[src/include/motor_gate_map.svh]
`ifndef MOTOR_GATE_MAP_SVH
`define MOTOR_GATE_MAP_SVH

// ****************************************************************
// register offsets
// ****************************************************************
`define ADDR_MONITOR        4'h0
`define ADDR_DEAD_TIME      4'h1
`define ADDR_POLARITY       4'h2
`define ADDR_HALL_CONTROL   4'h3
`define ADDR_SOFT_SENSOR    4'h4
`define ADDR_FILTER_CONTROL 4'h5
`define ADDR_FILTER_COUNT   4'h6
`define ADDR_OUTPUT_ENABLE  4'h7

// ****************************************************************
// field positions
// ****************************************************************
`define DT_LENGTH_MSB       4
`define DT_ENABLE_BIT       5
`define DT_CLKSEL_LSB       6
`define HC_DECODER_EN_BIT   0
`define HC_SOURCE_BIT       1
`define HC_DELAY_SEL_BIT    2
`define HC_TIMER_LSB        3
`define FC_RATE_MSB         3
`define FC_ENABLE_BIT       4

// ****************************************************************
// reset values
// ****************************************************************
`define RESET_DEAD_TIME     8'h00
`define RESET_POLARITY      6'h00
`define RESET_HALL_CONTROL  5'h00
`define RESET_SOFT_SENSOR   3'h0
`define RESET_FILTER_CTRL   5'h00
`define RESET_FILTER_COUNT  5'h00

// ****************************************************************
// clock divide masks
// ****************************************************************
`define DIV_BY_1_MASK       3'h0
`define DIV_BY_2_MASK       3'h1
`define DIV_BY_4_MASK       3'h3
`define DIV_BY_8_MASK       3'h7

`endif

[src/include/motor_gate_pkg.sv]
package motor_gate_pkg;

  typedef enum logic [0:0] {
    delay_idle,
    delay_wait
  } delay_state_t;

  typedef struct packed {
    logic       prev;
    logic [5:0] cnt;
    logic       out;
  } channel_state_t;

  typedef struct packed {
    logic [7:0]      dead_time;
    logic [5:0]      polarity;
    logic [4:0]      hall_control;
    logic [2:0]      soft_sensor;
    logic [4:0]      filter_control;
    logic [4:0]      filter_count;
    logic            drive_enable;
    logic [7:0]      rdata;
    logic [2:0]      div_cnt;
    logic [3:0]      prescale;
    logic [2:0]      filtered;
    logic [2:0][4:0] match_cnt;
    logic [5:0]      gate_out;
    logic [2:0]      buffer_first;
    logic [2:0]      buffer_second;
    delay_state_t    delay_state;
    logic [2:0]      timer_run;
  } core_state_t;

endpackage : motor_gate_pkg

[src/rtl/deadband_channel.sv]
`timescale 1ns/10ps
`include "motor_gate_map.svh"

module deadband_channel
  import motor_gate_pkg::*;
(
  input  wire logic       clk,
  input  wire logic       rst_n,
  input  wire logic       request,
  input  wire logic       tick,
  input  wire logic       enable,
  input  wire logic [4:0] length,
  output logic            out
);

  channel_state_t s_reg;
  channel_state_t s_next;

  always_comb
  begin
    s_next      = s_reg;
    s_next.prev = request;
    if (!request)
    begin
      // falls pass at once and cancel any pending rise
      s_next.cnt = 6'h00;
      s_next.out = 1'b0;
    end
    else if (!s_reg.prev)
    begin
      if (!enable)
      begin
        s_next.cnt = 6'h00;
        s_next.out = 1'b1;
      end
      else
      begin
        // every new rise restarts the count
        s_next.cnt = {1'b0, length} + 6'h01;
        s_next.out = 1'b0;
      end
    end
    else if (!enable)
    begin
      s_next.cnt = 6'h00;
      s_next.out = 1'b1;
    end
    else if ((s_reg.cnt != 6'h00) && tick)
    begin
      s_next.cnt = s_reg.cnt - 6'h01;
      if (s_reg.cnt == 6'h01)
      begin
        s_next.out = 1'b1;
      end
    end
  end

  always_ff @(posedge clk or negedge rst_n)
  begin
    if (!rst_n)
    begin
      s_reg <= '0;
    end
    else
    begin
      s_reg <= s_next;
    end
  end

  assign out = s_reg.out;

endmodule : deadband_channel

[src/rtl/motor_gate_drive.sv]
// Notes on behaviour
// status bits 5:3 show A/B gate outputs
// status bits 2:0 show filtered sensors
// each gate rise delayed by dead time
// gate falls pass with no delay
// deadband enable zero gives zero dead time
// dead time is length plus one ticks
// clock select divides by 1,2,4,8
// both pair inputs high forces both low
// logic one means transistor on
// six polarity bits invert gate outputs
// gate pins undriven until enabled
// source select picks real or soft sensors
// filter enable switches noise filter on
// count times sample period sets filter delay
// delay select low clears buffers, frees timers
// delay select high, hardware owns timer run
// software orders table, timer, mode, decoder enable
// software prepares timer before delay enabled
// software keeps delay within one step
// timer choice 00,01,10 picks timer; 11 none
// rises restart count; early fall cancels
//
// The register offsets and the strobed register port were left to the implementer.
`timescale 1ns/10ps
`include "motor_gate_map.svh"

module motor_gate_drive
  import motor_gate_pkg::*;
#(
  parameter int CHANNELS = 6
)
(
  input  wire logic       clk,
  input  wire logic       reset_n,
  input  wire logic [3:0] addr,
  input  wire logic [7:0] wdata,
  input  wire logic       wr,
  input  wire logic       rd,
  output logic      [7:0] rdata,
  input  wire logic [5:0] gate_request,
  input  wire logic [2:0] sensor_in,
  output logic      [2:0] sensor_to_decoder,
  output logic            decoder_enable,
  output logic      [2:0] timer_run,
  output logic      [2:0] timer_run_owned,
  input  wire logic [2:0] timer_compare_match,
  output logic            phase_a_high_side_out,
  output logic            phase_a_high_side_oe,
  output logic            phase_a_low_side_out,
  output logic            phase_a_low_side_oe,
  output logic            phase_b_high_side_out,
  output logic            phase_b_high_side_oe,
  output logic            phase_b_low_side_out,
  output logic            phase_b_low_side_oe,
  output logic            phase_c_high_side_out,
  output logic            phase_c_high_side_oe,
  output logic            phase_c_low_side_out,
  output logic            phase_c_low_side_oe
);

  // ****************************************************************
  // reset release
  // ****************************************************************
  logic [1:0] rst_sync_reg;
  logic       rst_n;

  always_ff @(posedge clk or negedge reset_n)
  begin
    if (!reset_n)
    begin
      rst_sync_reg <= 2'b00;
    end
    else
    begin
      rst_sync_reg <= {rst_sync_reg[0], 1'b1};
    end
  end

  assign rst_n = rst_sync_reg[1];

  // ****************************************************************
  // state and decoded fields
  // ****************************************************************
  core_state_t s_reg;
  core_state_t s_next;

  logic [CHANNELS-1:0] deadband_out;
  logic                deadband_tick;
  logic [2:0]          div_mask;
  logic [1:0]          deadband_clock_select;
  logic                deadband_enable;
  logic [4:0]          deadband_length;
  logic                sensor_source_select;
  logic                sensor_delay_select;
  logic [1:0]          delay_timer_choice;
  logic                sensor_filter_enable;
  logic [3:0]          filter_sample_rate;
  logic [4:0]          filter_match_count;
  logic [2:0]          sensor_source;
  logic [2:0]          timer_chosen;
  logic [2:0]          filtered_sensor;

  assign deadband_clock_select = s_reg.dead_time[`DT_CLKSEL_LSB +: 2];
  assign deadband_enable       = s_reg.dead_time[`DT_ENABLE_BIT];
  assign deadband_length       = s_reg.dead_time[`DT_LENGTH_MSB:0];
  assign sensor_source_select  = s_reg.hall_control[`HC_SOURCE_BIT];
  assign sensor_delay_select   = s_reg.hall_control[`HC_DELAY_SEL_BIT];
  assign delay_timer_choice    = s_reg.hall_control[`HC_TIMER_LSB +: 2];
  assign sensor_filter_enable  = s_reg.filter_control[`FC_ENABLE_BIT];
  assign filter_sample_rate    = s_reg.filter_control[`FC_RATE_MSB:0];
  assign filter_match_count    = s_reg.filter_count;
  assign filtered_sensor       = s_reg.filtered;

  // ****************************************************************
  // deadband clock
  // ****************************************************************
  always_comb
  begin
    unique case (deadband_clock_select)
      2'b00: div_mask = `DIV_BY_1_MASK;
      2'b01: div_mask = `DIV_BY_2_MASK;
      2'b10: div_mask = `DIV_BY_4_MASK;
      2'b11: div_mask = `DIV_BY_8_MASK;
    endcase
  end

  // the tick phase is free running, so the first tick of a delay may come early by up to one divided period
  assign deadband_tick = ((s_reg.div_cnt & div_mask) == div_mask);

  // ****************************************************************
  // deadband channels
  // ****************************************************************
  genvar ch;
  generate
    for (ch = 0; ch < CHANNELS; ch++)
    begin : g_deadband
      deadband_channel u_channel (
        .clk     (clk),
        .rst_n   (rst_n),
        .request (gate_request[ch]),
        .tick    (deadband_tick),
        .enable  (deadband_enable),
        .length  (deadband_length),
        .out     (deadband_out[ch])
      );
    end
  endgenerate

  // ****************************************************************
  // timer ownership
  // ****************************************************************
  always_comb
  begin
    timer_chosen = 3'h0;
    for (int t = 0; t < 3; t++)
    begin
      timer_chosen[t] = (delay_timer_choice == t[1:0]);
    end
  end

  assign sensor_source = sensor_source_select ? sensor_in : s_reg.soft_sensor;

  // ****************************************************************
  // next state
  // ****************************************************************
  always_comb
  begin
    logic [5:0] match_inc;
    logic       sample_tick;
    logic       top;
    logic       bottom;
    logic [5:0] staggered;
    match_inc   = 6'h00;
    sample_tick = 1'b0;
    top         = 1'b0;
    bottom      = 1'b0;
    staggered   = 6'h00;
    s_next      = s_reg;
    s_next.div_cnt = s_reg.div_cnt + 3'h1;

    // register writes
    if (wr)
    begin
      unique case (addr)
        `ADDR_DEAD_TIME:      s_next.dead_time      = wdata;
        `ADDR_POLARITY:       s_next.polarity       = wdata[5:0];
        `ADDR_HALL_CONTROL:   s_next.hall_control   = wdata[4:0];
        `ADDR_SOFT_SENSOR:    s_next.soft_sensor    = wdata[2:0];
        `ADDR_FILTER_CONTROL: s_next.filter_control = wdata[4:0];
        `ADDR_FILTER_COUNT:   s_next.filter_count   = wdata[4:0];
        `ADDR_OUTPUT_ENABLE:  s_next.drive_enable   = wdata[0];
        default:              s_next.dead_time      = s_reg.dead_time;
      endcase
    end

    // read data stand for one cycle only
    s_next.rdata = 8'h00;
    if (rd)
    begin
      unique case (addr)
        `ADDR_MONITOR:        s_next.rdata = {2'b00, s_reg.gate_out[0], s_reg.gate_out[1],
                                              s_reg.gate_out[2], s_reg.filtered[2:0]};
        `ADDR_DEAD_TIME:      s_next.rdata = s_reg.dead_time;
        `ADDR_POLARITY:       s_next.rdata = {2'b00, s_reg.polarity};
        `ADDR_HALL_CONTROL:   s_next.rdata = {3'b000, s_reg.hall_control};
        `ADDR_SOFT_SENSOR:    s_next.rdata = {5'h00, s_reg.soft_sensor};
        `ADDR_FILTER_CONTROL: s_next.rdata = {3'b000, s_reg.filter_control};
        `ADDR_FILTER_COUNT:   s_next.rdata = {3'b000, s_reg.filter_count};
        `ADDR_OUTPUT_ENABLE:  s_next.rdata = {7'h00, s_reg.drive_enable};
        default:              s_next.rdata = 8'h00;
      endcase
    end

    // noise filter: a new level is taken after count consecutive differing samples
    sample_tick = (s_reg.prescale == filter_sample_rate);
    if (!sensor_filter_enable)
    begin
      // filter off: the raw source passes straight through
      s_next.filtered  = sensor_source;
      s_next.match_cnt = '0;
      s_next.prescale  = 4'h0;
    end
    else
    begin
      s_next.prescale = sample_tick ? 4'h0 : s_reg.prescale + 4'h1;
      if (sample_tick)
      begin
        for (int h = 0; h < 3; h++)
        begin
          match_inc = {1'b0, s_reg.match_cnt[h]} + 6'h01;
          if (sensor_source[h] == s_reg.filtered[h])
          begin
            s_next.match_cnt[h] = 5'h00;
          end
          else if (match_inc >= {1'b0, filter_match_count})
          begin
            s_next.filtered[h]  = sensor_source[h];
            s_next.match_cnt[h] = 5'h00;
          end
          else
          begin
            s_next.match_cnt[h] = match_inc[4:0];
          end
        end
      end
    end

    // sensor delay path on the borrowed timer
    if (!sensor_delay_select)
    begin
      s_next.buffer_first  = 3'h0;
      s_next.buffer_second = 3'h0;
      s_next.timer_run     = 3'h0;
      s_next.delay_state   = delay_idle;
    end
    else
    begin
      unique case (s_reg.delay_state)
        delay_idle:
        begin
          if (s_reg.filtered != s_reg.buffer_first)
          begin
            s_next.buffer_first = s_reg.filtered;
            s_next.timer_run    = timer_chosen;
            s_next.delay_state  = delay_wait;
          end
        end
        delay_wait:
        begin
          // a change during the wait is only tracked; the delay must stay within one step
          s_next.buffer_first = s_reg.filtered;
          if ((timer_compare_match & timer_chosen) != 3'h0)
          begin
            s_next.buffer_second = s_reg.buffer_first;
            s_next.timer_run     = 3'h0;
            s_next.delay_state   = delay_idle;
          end
        end
      endcase
    end

    // shoot-through guard per pair, then polarity
    for (int p = 0; p < 3; p++)
    begin
      top    = deadband_out[2*p];
      bottom = deadband_out[2*p+1];
      staggered[2*p]   = top & ~bottom;
      staggered[2*p+1] = bottom & ~top;
    end
    // a one from the guard means transistor on unless the output is inverted
    s_next.gate_out = staggered ^ s_reg.polarity;
  end

  always_ff @(posedge clk or negedge rst_n)
  begin
    if (!rst_n)
    begin
      s_reg                <= '0;
      s_reg.dead_time      <= `RESET_DEAD_TIME;
      s_reg.polarity       <= `RESET_POLARITY;
      s_reg.hall_control   <= `RESET_HALL_CONTROL;
      s_reg.soft_sensor    <= `RESET_SOFT_SENSOR;
      s_reg.filter_control <= `RESET_FILTER_CTRL;
      s_reg.filter_count   <= `RESET_FILTER_COUNT;
      s_reg.delay_state    <= delay_idle;
    end
    else
    begin
      s_reg <= s_next;
    end
  end

  // ****************************************************************
  // outputs
  // ****************************************************************
  assign rdata             = s_reg.rdata;
  assign decoder_enable    = s_reg.hall_control[`HC_DECODER_EN_BIT];
  assign sensor_to_decoder = sensor_delay_select ? s_reg.buffer_second : filtered_sensor;
  assign timer_run         = s_reg.timer_run;
  assign timer_run_owned   = sensor_delay_select ? timer_chosen : 3'h0;

  // pins stay undriven until software enables the drive
  assign phase_a_high_side_out = s_reg.gate_out[0];
  assign phase_a_low_side_out  = s_reg.gate_out[1];
  assign phase_b_high_side_out = s_reg.gate_out[2];
  assign phase_b_low_side_out  = s_reg.gate_out[3];
  assign phase_c_high_side_out = s_reg.gate_out[4];
  assign phase_c_low_side_out  = s_reg.gate_out[5];
  assign phase_a_high_side_oe  = s_reg.drive_enable;
  assign phase_a_low_side_oe   = s_reg.drive_enable;
  assign phase_b_high_side_oe  = s_reg.drive_enable;
  assign phase_b_low_side_oe   = s_reg.drive_enable;
  assign phase_c_high_side_oe  = s_reg.drive_enable;
  assign phase_c_low_side_oe   = s_reg.drive_enable;

endmodule : motor_gate_drive

[config.mk]
export PLATFORM = sky130hd
export DESIGN_NAME = motor_gate_drive
export DESIGN_NICKNAME = d
export VERILOG_FILES = /design/src/include/motor_gate_pkg.sv /design/src/rtl/deadband_channel.sv /design/src/rtl/motor_gate_drive.sv
export VERILOG_INCLUDE_DIRS = /design/src /design/src/include
export SDC_FILE = /design/constraint.sdc
export NUM_CORES = 1
export LEC_CHECK = 0
export BUFFER_PORTS_ARGS = -buffer_cell sky130_fd_sc_hd__buf_4
export CORE_MARGIN = 5
export CORE_UTILIZATION = 50
export CTS_CLUSTER_DIAMETER = 120
export DETAILED_ROUTE_END_ITERATION = 10
export PLACE_DENSITY = 0.78
export SETUP_SLACK_MARGIN = 0.2
export SKIP_LAST_GASP = 1
export SLEW_MARGIN = 20
export SYNTH_ARGS = -nofsm -noshare
export SYNTH_HDL_FRONTEND = slang
export SYNTH_SLANG_ARGS = --single-unit
[constraint.sdc]
create_clock -name clk -period 8.55 [get_ports clk]
set_clock_uncertainty 0.05 [all_clocks]
set_input_delay 1.2825 -clock clk [delete_from_list [all_inputs] [get_ports clk]]
set_output_delay 1.2825 -clock clk [all_outputs]
set_load 0.05 [all_outputs]
======== Word-level counts from Yosys, hierarchy flattened ========
Index checks and enable logic that the tools add are counted.
operators by class
  $lt $le $gt $ge ......................... 3
  add/subtract/negate cells ............... 12
  eq/ne operators ......................... 47
  mux-type cells .......................... 59
  reductions and logical operators ........ 34
  bitwise gates (word level) .............. 16
operator list
  cell                   number
  $mux W7                26
  $pmux W8 S8            1
  $ne A4 B4 Y1 const B   12
  $eq A6 B1 Y1 const B   6
  $reduce_bool A6 Y1     6
  $sub A6 B1 Y6 const B  6
  $mux W5                6
  $reduce_and A2 Y1      15
  $add A5 B1 Y6 const B  4
  $mux W22               1
  $ge A6 B5 Y1           3
  $mux W18               1
  $eq A4 B3 Y1 const B   4
  $mux W3                5
  $mux W1                12
  $pmux W3 S4            1
  $mux W10               1
  $ne A2 B1 Y1 const B   5
  $reduce_and A3 Y1      3
  $eq A4 B2 Y1 const B   2
  $mux W4                2
  $mux W8                1
  $ne A2 B2 Y1 const B   4
  $pmux W4 S2            1
  other kinds (20)       43
word-level totals
  output and inout bits ................... 30
  logic and storage cells ................. 211
  bits in registers ....................... 132
  input bits .............................. 28

======== Depth between registers and ports, before layout ========
  word-level depth ........................ 9
  mapped depth ............................ 9
  depth with buffers taken out ............ 9

======== Modules after synthesis ========
Synthesis repeated with hierarchy kept, for this count alone.
second synthesis, totals
  cell total of the unflattened synthesis .. 762
  area total of the unflattened synthesis .. 7891.3 um^2
by module, submodules not included
  module                                           times used  cells each  seq. area each (um^2)  area each (um^2)
  motor_gate_drive                                 1           408         2102.0                 4499.3
  deadband_channel at g_deadband[0].u_channel ...  5           59          200.2                  565.5
  deadband_channel at g_deadband[5].u_channel      1           59          200.2                  564.3

======== Worst setup path after synthesis ========
OpenSTA, ideal clock, no wires.
  kind .................................... reg-to-output
  start point ............................. reg s_reg[65] (netlist name)
  end point ............................... out sensor_to_decoder[2]
  path buffers ............................ 2
  setup slack ............................. 5.429 ns
  required time ........................... 7.218 ns
  arrival ................................. 1.788 ns
  cell stages (with the launch flop) ...... 4
  cell sequence ........................... dfrtp_1 clkbuf_1 clkbuf_1 o21ai_0
between the ends
  cells in the longest elaborated chain, start to end .. 1
ends and longest elaborated chain
  item                    RTL line                 text
  start, declared         motor_gate_drive.sv:85   core_state_t s_reg;
  start signal, assigned  motor_gate_drive.sv:310  s_reg <= s_next;
  $mux W3                 motor_gate_drive.sv:319  assign sensor_to_decoder = sensor_delay_select ? s_reg.buffer_second : filtered_sensor;
  end, declared           motor_gate_drive.sv:43   output logic [2:0] sensor_to_decoder,
Every way passes these cells.

======== Final worst setup path ========
  start point ............................. reg s_reg[65] (netlist name)
  end point ............................... out timer_run_owned[0]
between the ends
  cells in the longest elaborated chain, start to end .. 1
ends and longest elaborated chain
  item           RTL line                 text
  $mux W3        motor_gate_drive.sv:321  assign timer_run_owned = sensor_delay_select ? timer_chosen : 3'h0;
  end, declared  motor_gate_drive.sv:46   output logic [2:0] timer_run_owned,
Every way passes these cells.

==> key figures <==
Run status
  • Status: complete, no violations

Power and ir drop
  • Peak VDD IR: 0.176 mV
  • Pwr dens: 284 nW/um^2
  • Static leakage: 3.87 nW
  • Power Total: 2.44 mW

Global routing
  • Largest net degree at the start of global routing: 78
  • GRT Util Overall: 0.200
  • Global-route wire length before repair: 28400 um
  • Vias in the first global route: 5574
  • Antenna violations before repair: 0
  • GRT overflow: 0

Placement
  • Placed Cells: 951
  • DP Area: 8050 sq um
  • Hpwl dp: 11900 um
  • Routability cong.: 0.899
  • Dpl ws: 5790 ps
  • Port bufs: 57

Timing
  • Worst Tran Pin Value: between 900 and 1000 ps
  • Final hold vios: 0
  • RSZ-0062 raised after global routing: false
  • Setup TNS: 0 ps
  • Minimum clock period: 3020 ps
  • Final worst-path cycle share: 0.353
  • Hold_ws: a little over 300 ps
  • Final setup viols: 0
  • Fmax: 331 MHz
  • Final slew viol count: 0
  • Worst setup margin: ~5500 ps
  • Slew margin rel.: 0.371

Floorplan
  • Die footprint: 17800 sq um
  • Die Wd: 134 um
  • # rows: 45
  • I/O pins: between 50 and 60
  • Chip height: 134 um
  • Core ar.: 15100 sq um
  • Initial Util: 0.506

Critical path
  • Crit path kind: reg -> out
  • CP Cell Sequence: nor3b_1 > buf_4
  • Startpoint types: flop
  • CP delay by family, top: flip-flops
  • Critical path buffers and inverters: 1
  • Critical Path AT: ~1700 ps
  • CP peak stage delay: 640 ps
  • WP data required: 7220 ps
  • Critical path's slowest cell: dfrtp_1
  • Critical-path maximum fanout: 18
  • Crit path capture type: output port

Synth
  • Number of synthesized register bits: 132
  • Ys flop type: dfrtp_1
  • Register area share after synthesis: 0.433
  • Post-synth net total: 818
  • Top cell type's share of synthesized area: 0.433
  • EDFF count, synth: 0
  • Synth area leaders: dfrtp_1, ha_1, mux2_2
  • Post-synth ARST share: 1.00
  • Mapped Cells: 752
  • Syn_area_per_cell: 10.1 sq um
  • Yosys top cell by area: dfrtp_1
  • Count of cell types in the netlist: 73
  • Synth Cell Area: 7630 sq um
  • Syn. warnings: 0

Clock network
  • Hold Buf Count CTS: 0
  • Clk slew on worst S/H paths: 60 ps
  • Num CTS Buffers: 17
  • Number of gates resized after CTS: 0
  • Buffer levels on the longest clock path: 2
  • Worst-Skew Late Latency: 420 ps
  • TritonCTS Sinks: 132
  • CTS tree: done
  • Clock H-tree levels: 4
  • Post-CTS setup buffer count: 0
  • Clock root buffer: clkbuf_16

Hold path
  • Worst min path class: reg -> reg

Detailed routing
  • First DRT Iteration DRCs: 438
  • WL/cell: between 15 and 20 um
  • Detailed Route WL: 17100 um
  • Drt via density: 5.81
  • Post-DRT Antenna Nets: 0
  • DR vias: 5703
  • # DRC: 0
  • 1st-pass router iterations: 5

Final layout
  • Non-filler cells, final: 981
  • Final core utilization: 0.570
  • Finished Cell Area: 8610 sq um
  • Layout cells sized above 1: 0.188
  • Antenna diode count: 0
  • Nets: 848
  • Largest register FFs: 42
  • P&R area growth vs syn: 12.8%

Run
  • Max-cap violations: 0
[cells by family after synthesis]
| kind of cell | after synthesis | synth area share |
|---|---|---|
| xor gates and xnor gates | 58 | 0.0676 |
| adders and majority gates | 38 | 0.0623 |
| other | 1 | 0.000491 |
| muxes | 54 | 0.0808 |
| AOI/OAI and AO/OA | 155 | 0.141 |
| and+or+nand+nor | 243 | 0.169 |
| buffers and inverters | 71 | 0.0459 |
| DFF | 132 | 0.433 |
[report_power, final]
| part | leakage [nW] | internal (mW) | total (mW) | switching [mW] |
|---|---|---|---|---|
| logic | 1.89 | 0.361 | 0.857 | 0.496 |
| registers | 1.72 | 0.739 | 0.895 | 0.156 |
| clock network | 0.264 | 0.430 | 0.693 | 0.262 |
[layout make-up]
class                   count  area (sq um)
well taps                 188           235
clock buffers              20           447
fillers                  1285          6480
flip-flops and latches    132          3310
multi-input cells         549          3980
inverters                  23          86.3
repair buffers             59           443
clock inverters            10           110
[cells in the final DEF, fill, tap and decap left out, types with 7 or more instances in the layout]
cell type,instances
dfrtp_1,131
nand2_1,72
buf_4,59
ha_1,38
xnor2_1,36
nor2_1,36
mux2_2,34
o21ai_1,25
nand3_1,23
o21ai_0,22
inv_1,21
xor2_1,21
a21oi_1,21
nand2b_1,17
nor2b_1,17
clkbuf_16,17
nor3_1,16
mux2i_1,13
and2_1,12
a211oi_1,11
nand4_1,9
a2bb2oi_1,8
o22ai_1,8
a22o_1,8
nor3b_1,7
[metal layers]
metal	GRT usage	part of all wire
met3	0.0457	0.044
met4	0.0840	0.021
met2	0.301	0.46
met1	0.279	0.47
met5	0	0
[synthesized netlist by cell type, types with 3 or more instances]
master and n:
nor4_2 4, xnor2_1 36, nand4b_1 3, a2bb2oi_1 8, o22ai_1 8, a211oi_1 11, a41o_1 3, a31oi_1 6
nand3_1 23, nor3_1 16, nor3b_1 7, nor2b_1 17, buf_2 13, xor2_1 21, inv_1 21, nand2b_1 17
nand3b_1 6, a21boi_0 4, or3_1 3, dfrtp_1 132, o21ai_1 25, a21oi_1 21, a22o_1 8, o221a_2 3
ha_1 38, nand2_1 72, mux2i_1 13, mux2_1 4, clkbuf_1 15, and2_1 12, nand4_1 9, o21ai_2 3
mux2_2 34, o21ai_0 22, buf_4 18, nor2_1 36, and3_1 5
[final timing paths]
path | start | endpoint | slack [ps] | cells after the start
setup / recovery | s_reg[65] | timer_run_owned[0] | 5530 | 2
hold / removal | rst_sync_reg[0] | rst_sync_reg[1] | 300 | 0
setup reg to reg | s_reg[26] | filtered_sensor[2] | 6200 | 9
hold reg to reg | rst_sync_reg[0] | rst_sync_reg[1] | 300 | 0
max in group asynchronous | rst_sync_reg[1] | timer_run[2] | 6710 | 1
min in group asynchronous | rst_sync_reg[1] | s_reg[24] | 320 | 0
Power figures use the tool's default switching activity.
